[src/dtp_pkg.sv]
package dtp_pkg;
  // ==========================================
  // Sizes
  localparam int CNT_W  = 10;
  localparam int PSC_W  = 8;
  localparam int ADDR_W = 8;
  // ==========================================
  // Register indices, byte address is four times
  localparam logic [ADDR_W-1:0] IDX_COUNT_LOW = 8'h10;
  localparam logic [ADDR_W-1:0] IDX_CTRL_ONE  = 8'h11;
  localparam logic [ADDR_W-1:0] IDX_CTRL_TWO  = 8'h12;
  localparam logic [ADDR_W-1:0] IDX_DUTY_LOW  = 8'h13;
  localparam logic [ADDR_W-1:0] IDX_HIGH_BITS = 8'h16;
  // ==========================================
  // Control one fields
  localparam int B_TIMER_EN  = 0;
  localparam int B_RELOAD    = 1;
  localparam int B_ONE_SHOT  = 2;
  localparam int B_POLARITY  = 6;
  localparam int B_OUT_EN    = 7;
  localparam logic [7:0] CTRL_ONE_MASK = 8'hc7;
  localparam logic [7:0] CTRL_ONE_RST  = 8'h00;
  // ==========================================
  // Control two fields
  localparam int B_SEL_LO    = 0;
  localparam int B_PSC_DIS   = 3;
  localparam int B_EDGE_FALL = 4;
  localparam int B_CLK_EXT   = 5;
  localparam logic [7:0] CTRL_TWO_MASK = 8'h3f;
  localparam logic [7:0] CTRL_TWO_RST  = 8'h3f;
  // ==========================================
  // High bits register fields
  localparam int B_DUTY_HI   = 0;
  localparam int B_RELOAD_HI = 4;
  localparam logic [7:0] HIGH_MASK = 8'h33;
  localparam logic [7:0] HIGH_RST  = 8'h00;
  // ==========================================
  // Counter and bus constants
  localparam logic [CNT_W-1:0] CNT_ALL_ONES = 10'h3ff;
  localparam logic [CNT_W-1:0] CNT_ZERO     = 10'h000;
  localparam logic [PSC_W-1:0] PSC_RST      = 8'hff;
  localparam logic [1:0] RESP_OKAY   = 2'h0;
  localparam logic [1:0] RESP_SLVERR = 2'h2;
endpackage

[src/dtp_down_timer_pwm.sv]
// The implementer's own choice: the AXI4-Lite slave port.
`timescale 1ns/10ps
module dtp_down_timer_pwm #(
  parameter int CNT_W = dtp_pkg::CNT_W,
  parameter int PSC_W = dtp_pkg::PSC_W
) (
  // Clock, reset, enable
  input  wire logic             clk,
  input  wire logic             reset,
  input  wire logic             clkEn,
  // Count sources
  input  wire logic             instrClkTick,
  input  wire logic             externalClockPin,
  // Shared pin, GPIO side and pad side
  input  wire logic             gpioOut,
  input  wire logic             gpioOe,
  output logic                  pwmSharedPinOut,
  output logic                  pwmSharedPinOe,
  // AXI4-Lite write address and data
  input  wire logic [31:0]      s_axi_awaddr,
  input  wire logic             s_axi_awvalid,
  output logic                  s_axi_awready,
  input  wire logic [31:0]      s_axi_wdata,
  input  wire logic [3:0]       s_axi_wstrb,
  input  wire logic             s_axi_wvalid,
  output logic                  s_axi_wready,
  // AXI4-Lite write response
  output logic [1:0]            s_axi_bresp,
  output logic                  s_axi_bvalid,
  input  wire logic             s_axi_bready,
  // AXI4-Lite read
  input  wire logic [31:0]      s_axi_araddr,
  input  wire logic             s_axi_arvalid,
  output logic                  s_axi_arready,
  output logic [31:0]           s_axi_rdata,
  output logic [1:0]            s_axi_rresp,
  output logic                  s_axi_rvalid,
  input  wire logic             s_axi_rready
);

  // ==========================================
  // Helpers
  function automatic logic mapped(input logic [31:0] a);
    logic [dtp_pkg::ADDR_W-1:0] i;
    i = a[dtp_pkg::ADDR_W+1:2];
    mapped = (a[1:0] == 2'h0) && (a[31:dtp_pkg::ADDR_W+2] == '0) &&
             (i == dtp_pkg::IDX_COUNT_LOW || i == dtp_pkg::IDX_CTRL_ONE ||
              i == dtp_pkg::IDX_CTRL_TWO || i == dtp_pkg::IDX_DUTY_LOW ||
              i == dtp_pkg::IDX_HIGH_BITS);
  endfunction

  function automatic logic [dtp_pkg::ADDR_W-1:0] regIdx(input logic [31:0] a);
    regIdx = a[dtp_pkg::ADDR_W+1:2];
  endfunction

  // ==========================================
  // Registers and state
  logic [7:0]       ctrlOne;
  logic [7:0]       ctrlTwo;
  logic [7:0]       highBits;
  logic [7:0]       reloadLow;
  logic [7:0]       dutyLow;
  logic [CNT_W-1:0] downCounter;
  logic [PSC_W-1:0] prescCnt;
  logic             extSync1;
  logic             extSync2;
  logic             extPrev;
  logic             pwmRaw;

  logic [31:0] awAddr;
  logic        awFull;
  logic [31:0] wData;
  logic [3:0]  wStrb;
  logic        wFull;

  // Control fields
  logic             timerEn;
  logic             reloadSel;
  logic             oneShot;
  logic             polarity;
  logic             outEn;
  logic [2:0]       divSel;
  logic             prescDis;
  logic             edgeFall;
  logic             clkExt;
  logic [CNT_W-1:0] reloadVal;
  logic [CNT_W-1:0] dutyVal;

  assign timerEn   = ctrlOne[dtp_pkg::B_TIMER_EN];
  assign reloadSel = ctrlOne[dtp_pkg::B_RELOAD];
  assign oneShot   = ctrlOne[dtp_pkg::B_ONE_SHOT];
  assign polarity  = ctrlOne[dtp_pkg::B_POLARITY];
  assign outEn     = ctrlOne[dtp_pkg::B_OUT_EN];
  assign divSel    = ctrlTwo[dtp_pkg::B_SEL_LO +: 3];
  assign prescDis  = ctrlTwo[dtp_pkg::B_PSC_DIS];
  assign edgeFall  = ctrlTwo[dtp_pkg::B_EDGE_FALL];
  assign clkExt    = ctrlTwo[dtp_pkg::B_CLK_EXT];
  assign reloadVal = {highBits[dtp_pkg::B_RELOAD_HI +: 2], reloadLow};
  assign dutyVal   = {highBits[dtp_pkg::B_DUTY_HI +: 2], dutyLow};

  // ==========================================
  // Bus write path
  logic doWrite;
  logic wrHit;
  logic [dtp_pkg::ADDR_W-1:0] wrIdx;
  logic [7:0] wrByte;

  assign doWrite = awFull && wFull && !s_axi_bvalid;
  assign wrHit   = doWrite && mapped(awAddr) && wStrb[0];
  assign wrIdx   = regIdx(awAddr);
  assign wrByte  = wData[7:0];

  // Address and data may arrive in either order
  always_ff @(posedge clk) begin
    if (reset) begin
      awFull        <= 1'b0;
      awAddr        <= '0;
      s_axi_awready <= 1'b0;
    end else if (clkEn) begin
      if (s_axi_awvalid && s_axi_awready) begin
        awFull <= 1'b1;
        awAddr <= s_axi_awaddr;
      end else if (doWrite) begin
        awFull <= 1'b0;
      end
      s_axi_awready <= !awFull && !s_axi_awready && !s_axi_bvalid;
    end
  end

  always_ff @(posedge clk) begin
    if (reset) begin
      wFull        <= 1'b0;
      wData        <= '0;
      wStrb        <= '0;
      s_axi_wready <= 1'b0;
    end else if (clkEn) begin
      if (s_axi_wvalid && s_axi_wready) begin
        wFull <= 1'b1;
        wData <= s_axi_wdata;
        wStrb <= s_axi_wstrb;
      end else if (doWrite) begin
        wFull <= 1'b0;
      end
      s_axi_wready <= !wFull && !s_axi_wready && !s_axi_bvalid;
    end
  end

  always_ff @(posedge clk) begin
    if (reset) begin
      s_axi_bvalid <= 1'b0;
      s_axi_bresp  <= dtp_pkg::RESP_OKAY;
    end else if (clkEn) begin
      if (doWrite) begin
        s_axi_bvalid <= 1'b1;
        s_axi_bresp  <= mapped(awAddr) ? dtp_pkg::RESP_OKAY : dtp_pkg::RESP_SLVERR;
      end else if (s_axi_bready) begin
        s_axi_bvalid <= 1'b0;
      end
    end
  end

  // ==========================================
  // Control registers
  always_ff @(posedge clk) begin
    if (reset) begin
      ctrlOne  <= dtp_pkg::CTRL_ONE_RST;
      ctrlTwo  <= dtp_pkg::CTRL_TWO_RST;
      highBits <= dtp_pkg::HIGH_RST;
      dutyLow  <= '0;
    end else if (clkEn && wrHit) begin
      case (wrIdx)
        dtp_pkg::IDX_CTRL_ONE:  ctrlOne  <= wrByte & dtp_pkg::CTRL_ONE_MASK;
        dtp_pkg::IDX_CTRL_TWO:  ctrlTwo  <= wrByte & dtp_pkg::CTRL_TWO_MASK;
        dtp_pkg::IDX_HIGH_BITS: highBits <= wrByte & dtp_pkg::HIGH_MASK;
        dtp_pkg::IDX_DUTY_LOW:  dutyLow  <= wrByte;
        default: ;
      endcase
    end
  end

  // ==========================================
  // Bus read path
  always_ff @(posedge clk) begin
    if (reset) begin
      s_axi_arready <= 1'b0;
      s_axi_rvalid  <= 1'b0;
      s_axi_rdata   <= '0;
      s_axi_rresp   <= dtp_pkg::RESP_OKAY;
    end else if (clkEn) begin
      s_axi_arready <= !s_axi_arready && !s_axi_rvalid;
      if (s_axi_arvalid && s_axi_arready) begin
        s_axi_rvalid <= 1'b1;
        s_axi_rresp  <= mapped(s_axi_araddr) ? dtp_pkg::RESP_OKAY : dtp_pkg::RESP_SLVERR;
        case (regIdx(s_axi_araddr))
          dtp_pkg::IDX_COUNT_LOW: s_axi_rdata <= {24'h0, downCounter[7:0]};
          dtp_pkg::IDX_CTRL_ONE:  s_axi_rdata <= {24'h0, ctrlOne};
          dtp_pkg::IDX_CTRL_TWO:  s_axi_rdata <= {24'h0, ctrlTwo};
          dtp_pkg::IDX_HIGH_BITS: s_axi_rdata <= {24'h0, highBits};
          // Duty byte is write only
          default:                s_axi_rdata <= '0;
        endcase
        if (!mapped(s_axi_araddr)) begin
          s_axi_rdata <= '0;
        end
      end else if (s_axi_rready) begin
        s_axi_rvalid <= 1'b0;
      end
    end
  end

  // ==========================================
  // Pin clock sampling
  always_ff @(posedge clk) begin
    if (reset) begin
      extSync1 <= 1'b0;
      extSync2 <= 1'b0;
      extPrev  <= 1'b0;
    end else if (clkEn) begin
      extSync1 <= externalClockPin;
      extSync2 <= extSync1;
      extPrev  <= extSync2;
    end
  end

  // ==========================================
  // Count event selection
  logic extRise;
  logic extFall;
  logic srcEvent;
  logic prescHit;
  logic countTick;
  logic [PSC_W-1:0] divMask;

  assign extRise = extSync2 && !extPrev;
  assign extFall = !extSync2 && extPrev;
  assign srcEvent = clkExt ? (edgeFall ? extFall : extRise) : instrClkTick;
  assign divMask  = PSC_W'((9'h2 << divSel) - 9'h1);
  assign prescHit = (prescCnt & divMask) == divMask;
  assign countTick = srcEvent && (prescDis || prescHit);

  // Prescaler idles while disabled
  always_ff @(posedge clk) begin
    if (reset) begin
      prescCnt <= dtp_pkg::PSC_RST;
    end else if (clkEn && srcEvent && !prescDis) begin
      prescCnt <= prescCnt + 1'b1;
    end
  end

  // ==========================================
  // Down counter
  logic cntWrite;
  assign cntWrite = wrHit && wrIdx == dtp_pkg::IDX_COUNT_LOW;

  always_ff @(posedge clk) begin
    if (reset) begin
      reloadLow <= '0;
    end else if (clkEn && cntWrite) begin
      reloadLow <= wrByte;
    end
  end

  // Software load beats a tick in the same cycle
  always_ff @(posedge clk) begin
    if (reset) begin
      downCounter <= dtp_pkg::CNT_ZERO;
    end else if (clkEn) begin
      if (cntWrite) begin
        downCounter <= {highBits[dtp_pkg::B_RELOAD_HI +: 2], wrByte};
      end else if (timerEn && countTick) begin
        if (downCounter != dtp_pkg::CNT_ZERO) begin
          downCounter <= downCounter - 1'b1;
        end else if (oneShot) begin
          downCounter <= dtp_pkg::CNT_ZERO;
        end else if (reloadSel) begin
          downCounter <= reloadVal;
        end else begin
          downCounter <= dtp_pkg::CNT_ALL_ONES;
        end
      end
    end
  end

  // ==========================================
  // Waveform and pin
  always_ff @(posedge clk) begin
    if (reset) begin
      pwmRaw <= 1'b0;
    end else if (clkEn) begin
      pwmRaw <= (downCounter <= dutyVal) ^ polarity;
    end
  end

  // Pad mux registered so pin never glitches
  always_ff @(posedge clk) begin
    if (reset) begin
      pwmSharedPinOut <= 1'b0;
      pwmSharedPinOe  <= 1'b0;
    end else if (clkEn) begin
      pwmSharedPinOut <= outEn ? pwmRaw : gpioOut;
      pwmSharedPinOe  <= outEn ? 1'b1 : gpioOe;
    end
  end
endmodule

[config.mk]
export PLATFORM = sky130hd
export DESIGN_NAME = dtp_down_timer_pwm
export DESIGN_NICKNAME = d
export VERILOG_FILES = /design/src/dtp_pkg.sv /design/src/dtp_down_timer_pwm.sv
export SDC_FILE = /design/constraint.sdc
export NUM_CORES = 1
export LEC_CHECK = 0
export ABC_AREA = 1
export BUFFER_PORTS_ARGS = -buffer_cell sky130_fd_sc_hd__buf_2
export CAP_MARGIN = 20
export CORE_ASPECT_RATIO = 0.6
export CORE_UTILIZATION = 32
export DETAILED_ROUTE_END_ITERATION = 6
export GPL_ROUTABILITY_DRIVEN = 0
export PLACE_DENSITY = 0.56
export SETUP_SLACK_MARGIN = 0.02
export SLEW_MARGIN = 20
export SYNTH_ARGS = -nofsm -noshare
export SYNTH_HDL_FRONTEND = slang
export SYNTH_SLANG_ARGS = --single-unit
[constraint.sdc]
create_clock -name clk -period 2.15 [get_ports clk]
set_input_delay 0.215 -clock clk [delete_from_list [all_inputs] [get_ports clk]]
set_output_delay 0.215 -clock clk [all_outputs]
set_load 0.02 [all_outputs]
; ---- Yosys cells after proc, flatten, opt, wreduce, memory -nomap -nowiden
; Cells that the tools add are included.
[classes]
n_eq_ne = 11
addsub = 3
reduce_logical = 67
order_cmp = 1
n_bitwise = 2
muxes = 20
shift = 1
[ops]
columns = operator, count
row1 = "8-bit by 5-bit equality test with 1-bit output, second input constant", 10
row2 = 10-bit 2-to-1 mux, 5
row3 = 22-bit zero test, 2
row4 = 32-bit 2-to-1 mux, 1
row5 = 8-bit one-hot mux with 4 select lines, 1
row6 = 2-bit AND reduction, 13
row7 = 1-bit logical AND, 25
row8 = 1-bit 2-to-1 mux, 11
row9 = 10-bit less-or-equal comparator, 1
row10 = 1-bit zero test, 10
row11 = 10-bit nonzero test, 1
row12 = 2-bit nonzero test, 5
row13 = "10-bit by 1-bit subtractor with 10-bit output, second input constant", 1
row14 = 1-bit logical OR, 9
row15 = "8-bit by 1-bit adder with 8-bit output, second input constant", 1
row16 = 8-bit AND, 1
row17 = 8-bit equality test, 1
row18 = "2-bit by 3-bit << shifter with 8-bit output, first input constant", 1
row19 = "8-bit by 1-bit subtractor with 8-bit output, second input constant", 1
row20 = 2-bit zero test, 2
row21 = 2-bit 2-to-1 mux, 2
row22 = 1-bit XOR, 1
[word_totals]
in_bits = 112
regBits = 139
wordCells = 131
out_inout_bits = 43

; ---- Longest topological paths before layout
[depth]
word_depth = 11
depth_mapped = 16
depth_no_buf = 15

; ---- Worst setup path after synthesis
; OpenSTA, ideal clock, no wires.
[synth_path]
path_kind = register to register
from = reg ctrlTwo[1]
to = reg downCounter[0]
required_time_ns = 2.086
path_slack_ns = 0.388
arrival_time_ns = 1.698
setup_time_ns = 0.064
path_stages_with_launch = 16
synth_period_minus_slack_ns = 1.762
cell_sequence = dfxtp_1 buf_2 nor2_1 nand2_1 ha_1 nor2_1 nor2_1 nand3_1 nor2_1 nand2_1 nand2_1 nand2_1 buf_2 nand3_1 nand2_1 nor2_1
[synth_between]
elab_chain_cells = 9
[synth_lines]
columns = element, line_no
row1 = from (decl), dtp_down_timer_pwm.sv:59  ; logic [7:0] ctrlTwo;
row2 = from (signal assigned), dtp_down_timer_pwm.sv:167  ; ctrlTwo <= dtp_pkg::CTRL_TWO_RST;
row3 = from (signal assigned), dtp_down_timer_pwm.sv:173  ; dtp_pkg::IDX_CTRL_TWO: ctrlTwo <= wrByte & dtp_pkg::CTRL_TWO_MASK;
row4 = 2-bit by 3-bit << shifter with 8-bit output (*), dtp_down_timer_pwm.sv:237  ; assign divMask = PSC_W'((9'h2 << divSel) - 9'h1);
row5 = 8-bit by 1-bit subtractor with 8-bit output (*), dtp_down_timer_pwm.sv:237
row6 = 8-bit AND, dtp_down_timer_pwm.sv:238  ; assign prescHit = (prescCnt & divMask) == divMask;
row7 = 8-bit equality test (*), dtp_down_timer_pwm.sv:238
row8 = 1-bit logical OR (*), dtp_down_timer_pwm.sv:239  ; assign countTick = srcEvent && (prescDis || prescHit);
row9 = 1-bit logical AND (*), dtp_down_timer_pwm.sv:239
row10 = 1-bit logical AND (*), dtp_down_timer_pwm.sv:270  ; end else if (timerEn && countTick) begin
row11 = 2-bit nonzero test (no source line) (*), n/a
row12 = 2-bit AND reduction (no source line) (*), n/a
row13 = to (signal assigned), dtp_down_timer_pwm.sv:269  ; downCounter <= {highBits[dtp_pkg::B_RELOAD_HI +: 2], wrByte};
row14 = to (signal assigned), dtp_down_timer_pwm.sv:272  ; downCounter <= downCounter - 1'b1;
row15 = to (signal assigned), dtp_down_timer_pwm.sv:274  ; downCounter <= dtp_pkg::CNT_ZERO;
row16 = to (decl), dtp_down_timer_pwm.sv:63  ; logic [CNT_W-1:0] downCounter;
; Every way passes the cells marked *; elsewhere a longest branch is shown, timed or not.
; A chain may end at the register's enable or synchronous reset.

; ---- Final worst setup path
[layout_path]
from = reg ctrlTwo[1]
to = reg downCounter[2]
; Same word-level chain as after synthesis.

==> key figures <==
STA
  • Final setup vio count: 0
  • Highest clock rate: 509.9 MHz
  • Fin. Hold Viols: 0
  • Fin Clk Skew: 0.008296 ns
  • RSZ-0062 raised after global routing: no
  • Setup TNS: 0 ns
  • Min Tclk post-route: 1.961 ns
  • Max Transition Viols Final: 0
  • Slew headroom: 60.78%
  • Final Cycle Share: 91.21%
  • Worst-margin pin slew: 0.5866 ns

Global routing
  • Global route overflow: 0
  • First-pass GRT wire length: 27,870 um
  • Initial antenna violation count: 0
  • Number of global-route vias before repair: 5,413
  • Largest net degree at the start of global routing: 52
  • GRT Overall Usage: 18.70%

Place
  • Placed cell area: 6753 um2
  • Port Buffer Count: 101
  • Hpwl dp: 12,620 um

Setup path
  • Critical path class: flip-flop to flip-flop
  • FF-to-FF setup slack: 0.19 ns
  • Required @ worst endpoint: 2.45 ns
  • Critical Path Slowest Stage Cell: dfxtp_1
  • Largest stage delay on the critical path: 0.33 ns
  • Worst setup SP type: flip-flop
  • Crit path DAT: 2.26 ns
  • Critical Path Sink Type: flip-flop
  • Critical Path, Cell by Cell: nor2_1 > nand2_1 > ha_1 > nand2_1 > nand2_1 > inv_1 > nor2_1 > nor2_1 > nand2_1 > nand2_1 > nand2_1 > nand2_1 > inv_2 > nor2_1 > nor2_1
  • Most common cell on crit path: nand2_1
  • CP Max Fanout: 10

Clock tree
  • CTS Buf Count: 17
  • Htree depth: 4
  • Clk sinks: 113
  • CTS tree: built
  • CTS Buffer Depth: 2
  • Clock latency on the worst-skew pair: 0.41 ns
  • Root Driver: clkbuf_16
  • Hold-fix buffers at CTS: 0
  • Post-CTS sizing: 0
  • Clk slew on worst S/H paths: 0.06 ns
  • Setup bufs post-CTS: 0

Synth
  • Top cell type's share of synthesized area: 37.90%
  • Post-synthesis register bit count: 113
  • Post-synth top cells: nand2_1 (211), nor2_1 (123), dfxtp_1 (113)
  • Ys async rst share: 0%
  • Syn Std Cell Area: 5968 um2
  • Synth area leaders: dfxtp_1 (38%), nand2_1 (13%), nor2_1 (7.7%)
  • Yosys warning count: 0
  • Area leader, netlist: dfxtp_1
  • Post-synth EDFFs: 0
  • Register area share after synthesis: 37.90%
  • Syn Area/Cell: 6.729 um2
  • Most frequent cell after synthesis: nand2_1
  • Ys flop type: dfxtp_1
  • Netlist cell types: 39
  • Syn Inst Count: 887

Finish
  • Fill cells: 1,948
  • Share of layout cells above drive strength 1: 19.01%
  • Area Growth Syn to Fin: 23.92%
  • Final nets: 1,127
  • Multi-input gate area: 3142 um2
  • Register area: 2262 um2
  • N_diodes: 0
  • Fin area: 7396 um2

Routing
  • Router iterations before antenna repair: 6
  • Via density: 4.652
  • Drt drc: 0
  • Wire per inst: 13.30 um
  • Highest metal used: met4
  • M1 WL: 9129 um
  • Met3 routed WL: 1113 um
  • Vias: 5,838
  • Iter 0 DRT Violations: 457
  • Routed wire length: 16,700 um
  • Met2 WL: 6299 um
  • Antenna viol nets, final: 0

Floorplanning
  • Io pins: 155
  • Core area: 18,160 um2
  • # rows: 38
  • Starting Density: 32.86%
  • Die height: 107.8 um
  • Die Area: 19,220 um2
  • Chip width: 178.3 um

Power and ir drop
  • Leakage: 3.533 nW
  • Power per standard cell area: 752.5 nW/um2
  • Max rail drop VDD: 0.4464 mV

Run status
  • Outcome: completed

Hold path
  • Worst Hold Class: primary input to flip-flop

Job
  • Max cap viols: 0
-- cell usage in the layout (no fill, tap or decap), drive strengths merged, types with 13 or more instances in the layout --
cell type  instances
nand2            211
nor2             131
buf              130
dfxtp            113
inv               87
nand3             85
a21oi             71
o21ai             45
nand4             29
conb              26
clkbuf            20
nor3              14
ha                13
-- layout make-up --
type	count	share of cell area, %
tap	240	4.060
clock buffer	20	6.175
sequential	113	30.59
multi-input combinational	652	42.48
inverter	88	4.466
timing repair buffer	130	9.778
clock inverter	12	2.453
-- logic make-up (layout without fill, tap and decap cells) --
| kind of cell | Yosys count | count (layout) | share of synthesized area, % |
|---|---|---|---|
| simple gates | 478 | 478 | 35.74 |
| buf+inv | 147 | 250 | 11.11 |
| compound gates | 131 | 131 | 11.87 |
| other cells | 1 | 26 | 0.06283 |
| fa+ha+maj | 13 | 13 | 2.725 |
| flops | 113 | 113 | 37.90 |
| xor+xnor | 4 | 4 | 0.5869 |
-- routing by layer --
metal	up-vias	track usage (%)
met4	0	4.843
met5	-	0
met1	2571	28.75
li1	3091	-
met3	17	4.414
met2	159	25.29
-- flip-flops by register name, indices dropped and copies added (netlist names), 5 cells and up --
register / cells
ctrlTwo: 6
wData: 8
reloadLow: 8
downCounter: 10
awAddr: 32
dutyLow: 8
s_axi_rdata: 8
prescCnt: 8
ctrlOne: 5
-- worst max-delay path: cells and delay by family (launching register included) --
kind / cells / cell delay, ns
AND/OR/NAND/NOR: 12 / 1.10
buffers and inverters: 2 / 0.15
adder cells (fa/ha/maj): 1 / 0.27
flip-flops: 1 / 0.33
-- path summary, 6_finish.rpt --
check,start,endpoint,depth (start not counted)
worst max register to register,ctrlTwo[1],downCounter[2],15
worst min register to register,awAddr[5],awAddr[5],2
worst max-delay path,ctrlTwo[1],downCounter[2],15
worst min-delay path,gpioOe,pwmSharedPinOe,3
-- metrics by stage --
stage / utilization, % / power (W) / instances / worst slack [ns] / hold WS [ns]
2_1_floorplan: - / 0.002464 / 912 / 0.3880 / 0.3396
3_3_place_gp: 37.18 / 0.002578 / 1223 / 0.2536 / 0.4360
3_5_place_dp: 37.18 / 0.002581 / 1223 / 0.2276 / 0.4430
4_1_cts: 40.69 / 0.005602 / 1255 / 0.1781 / 0.004187
5_1_grt: 40.72 / 0.005763 / 1255 / 0.02470 / 0.05179
6_report: 40.72 / 0.005566 / 1255 / 0.1889 / 0.01525
-- power by group --
part	internal [W]	switching, W	total (W)	leakage (nW)
clock network	0.00201	0.00103	0.00303	0.299
registers	0.00214	0.0000382	0.00217	0.915
logic	0.000126	0.000236	0.000361	2.32
total	0.00427	0.00130	0.00557	3.53
No activity file was read; power rests on OpenSTA's default activity.
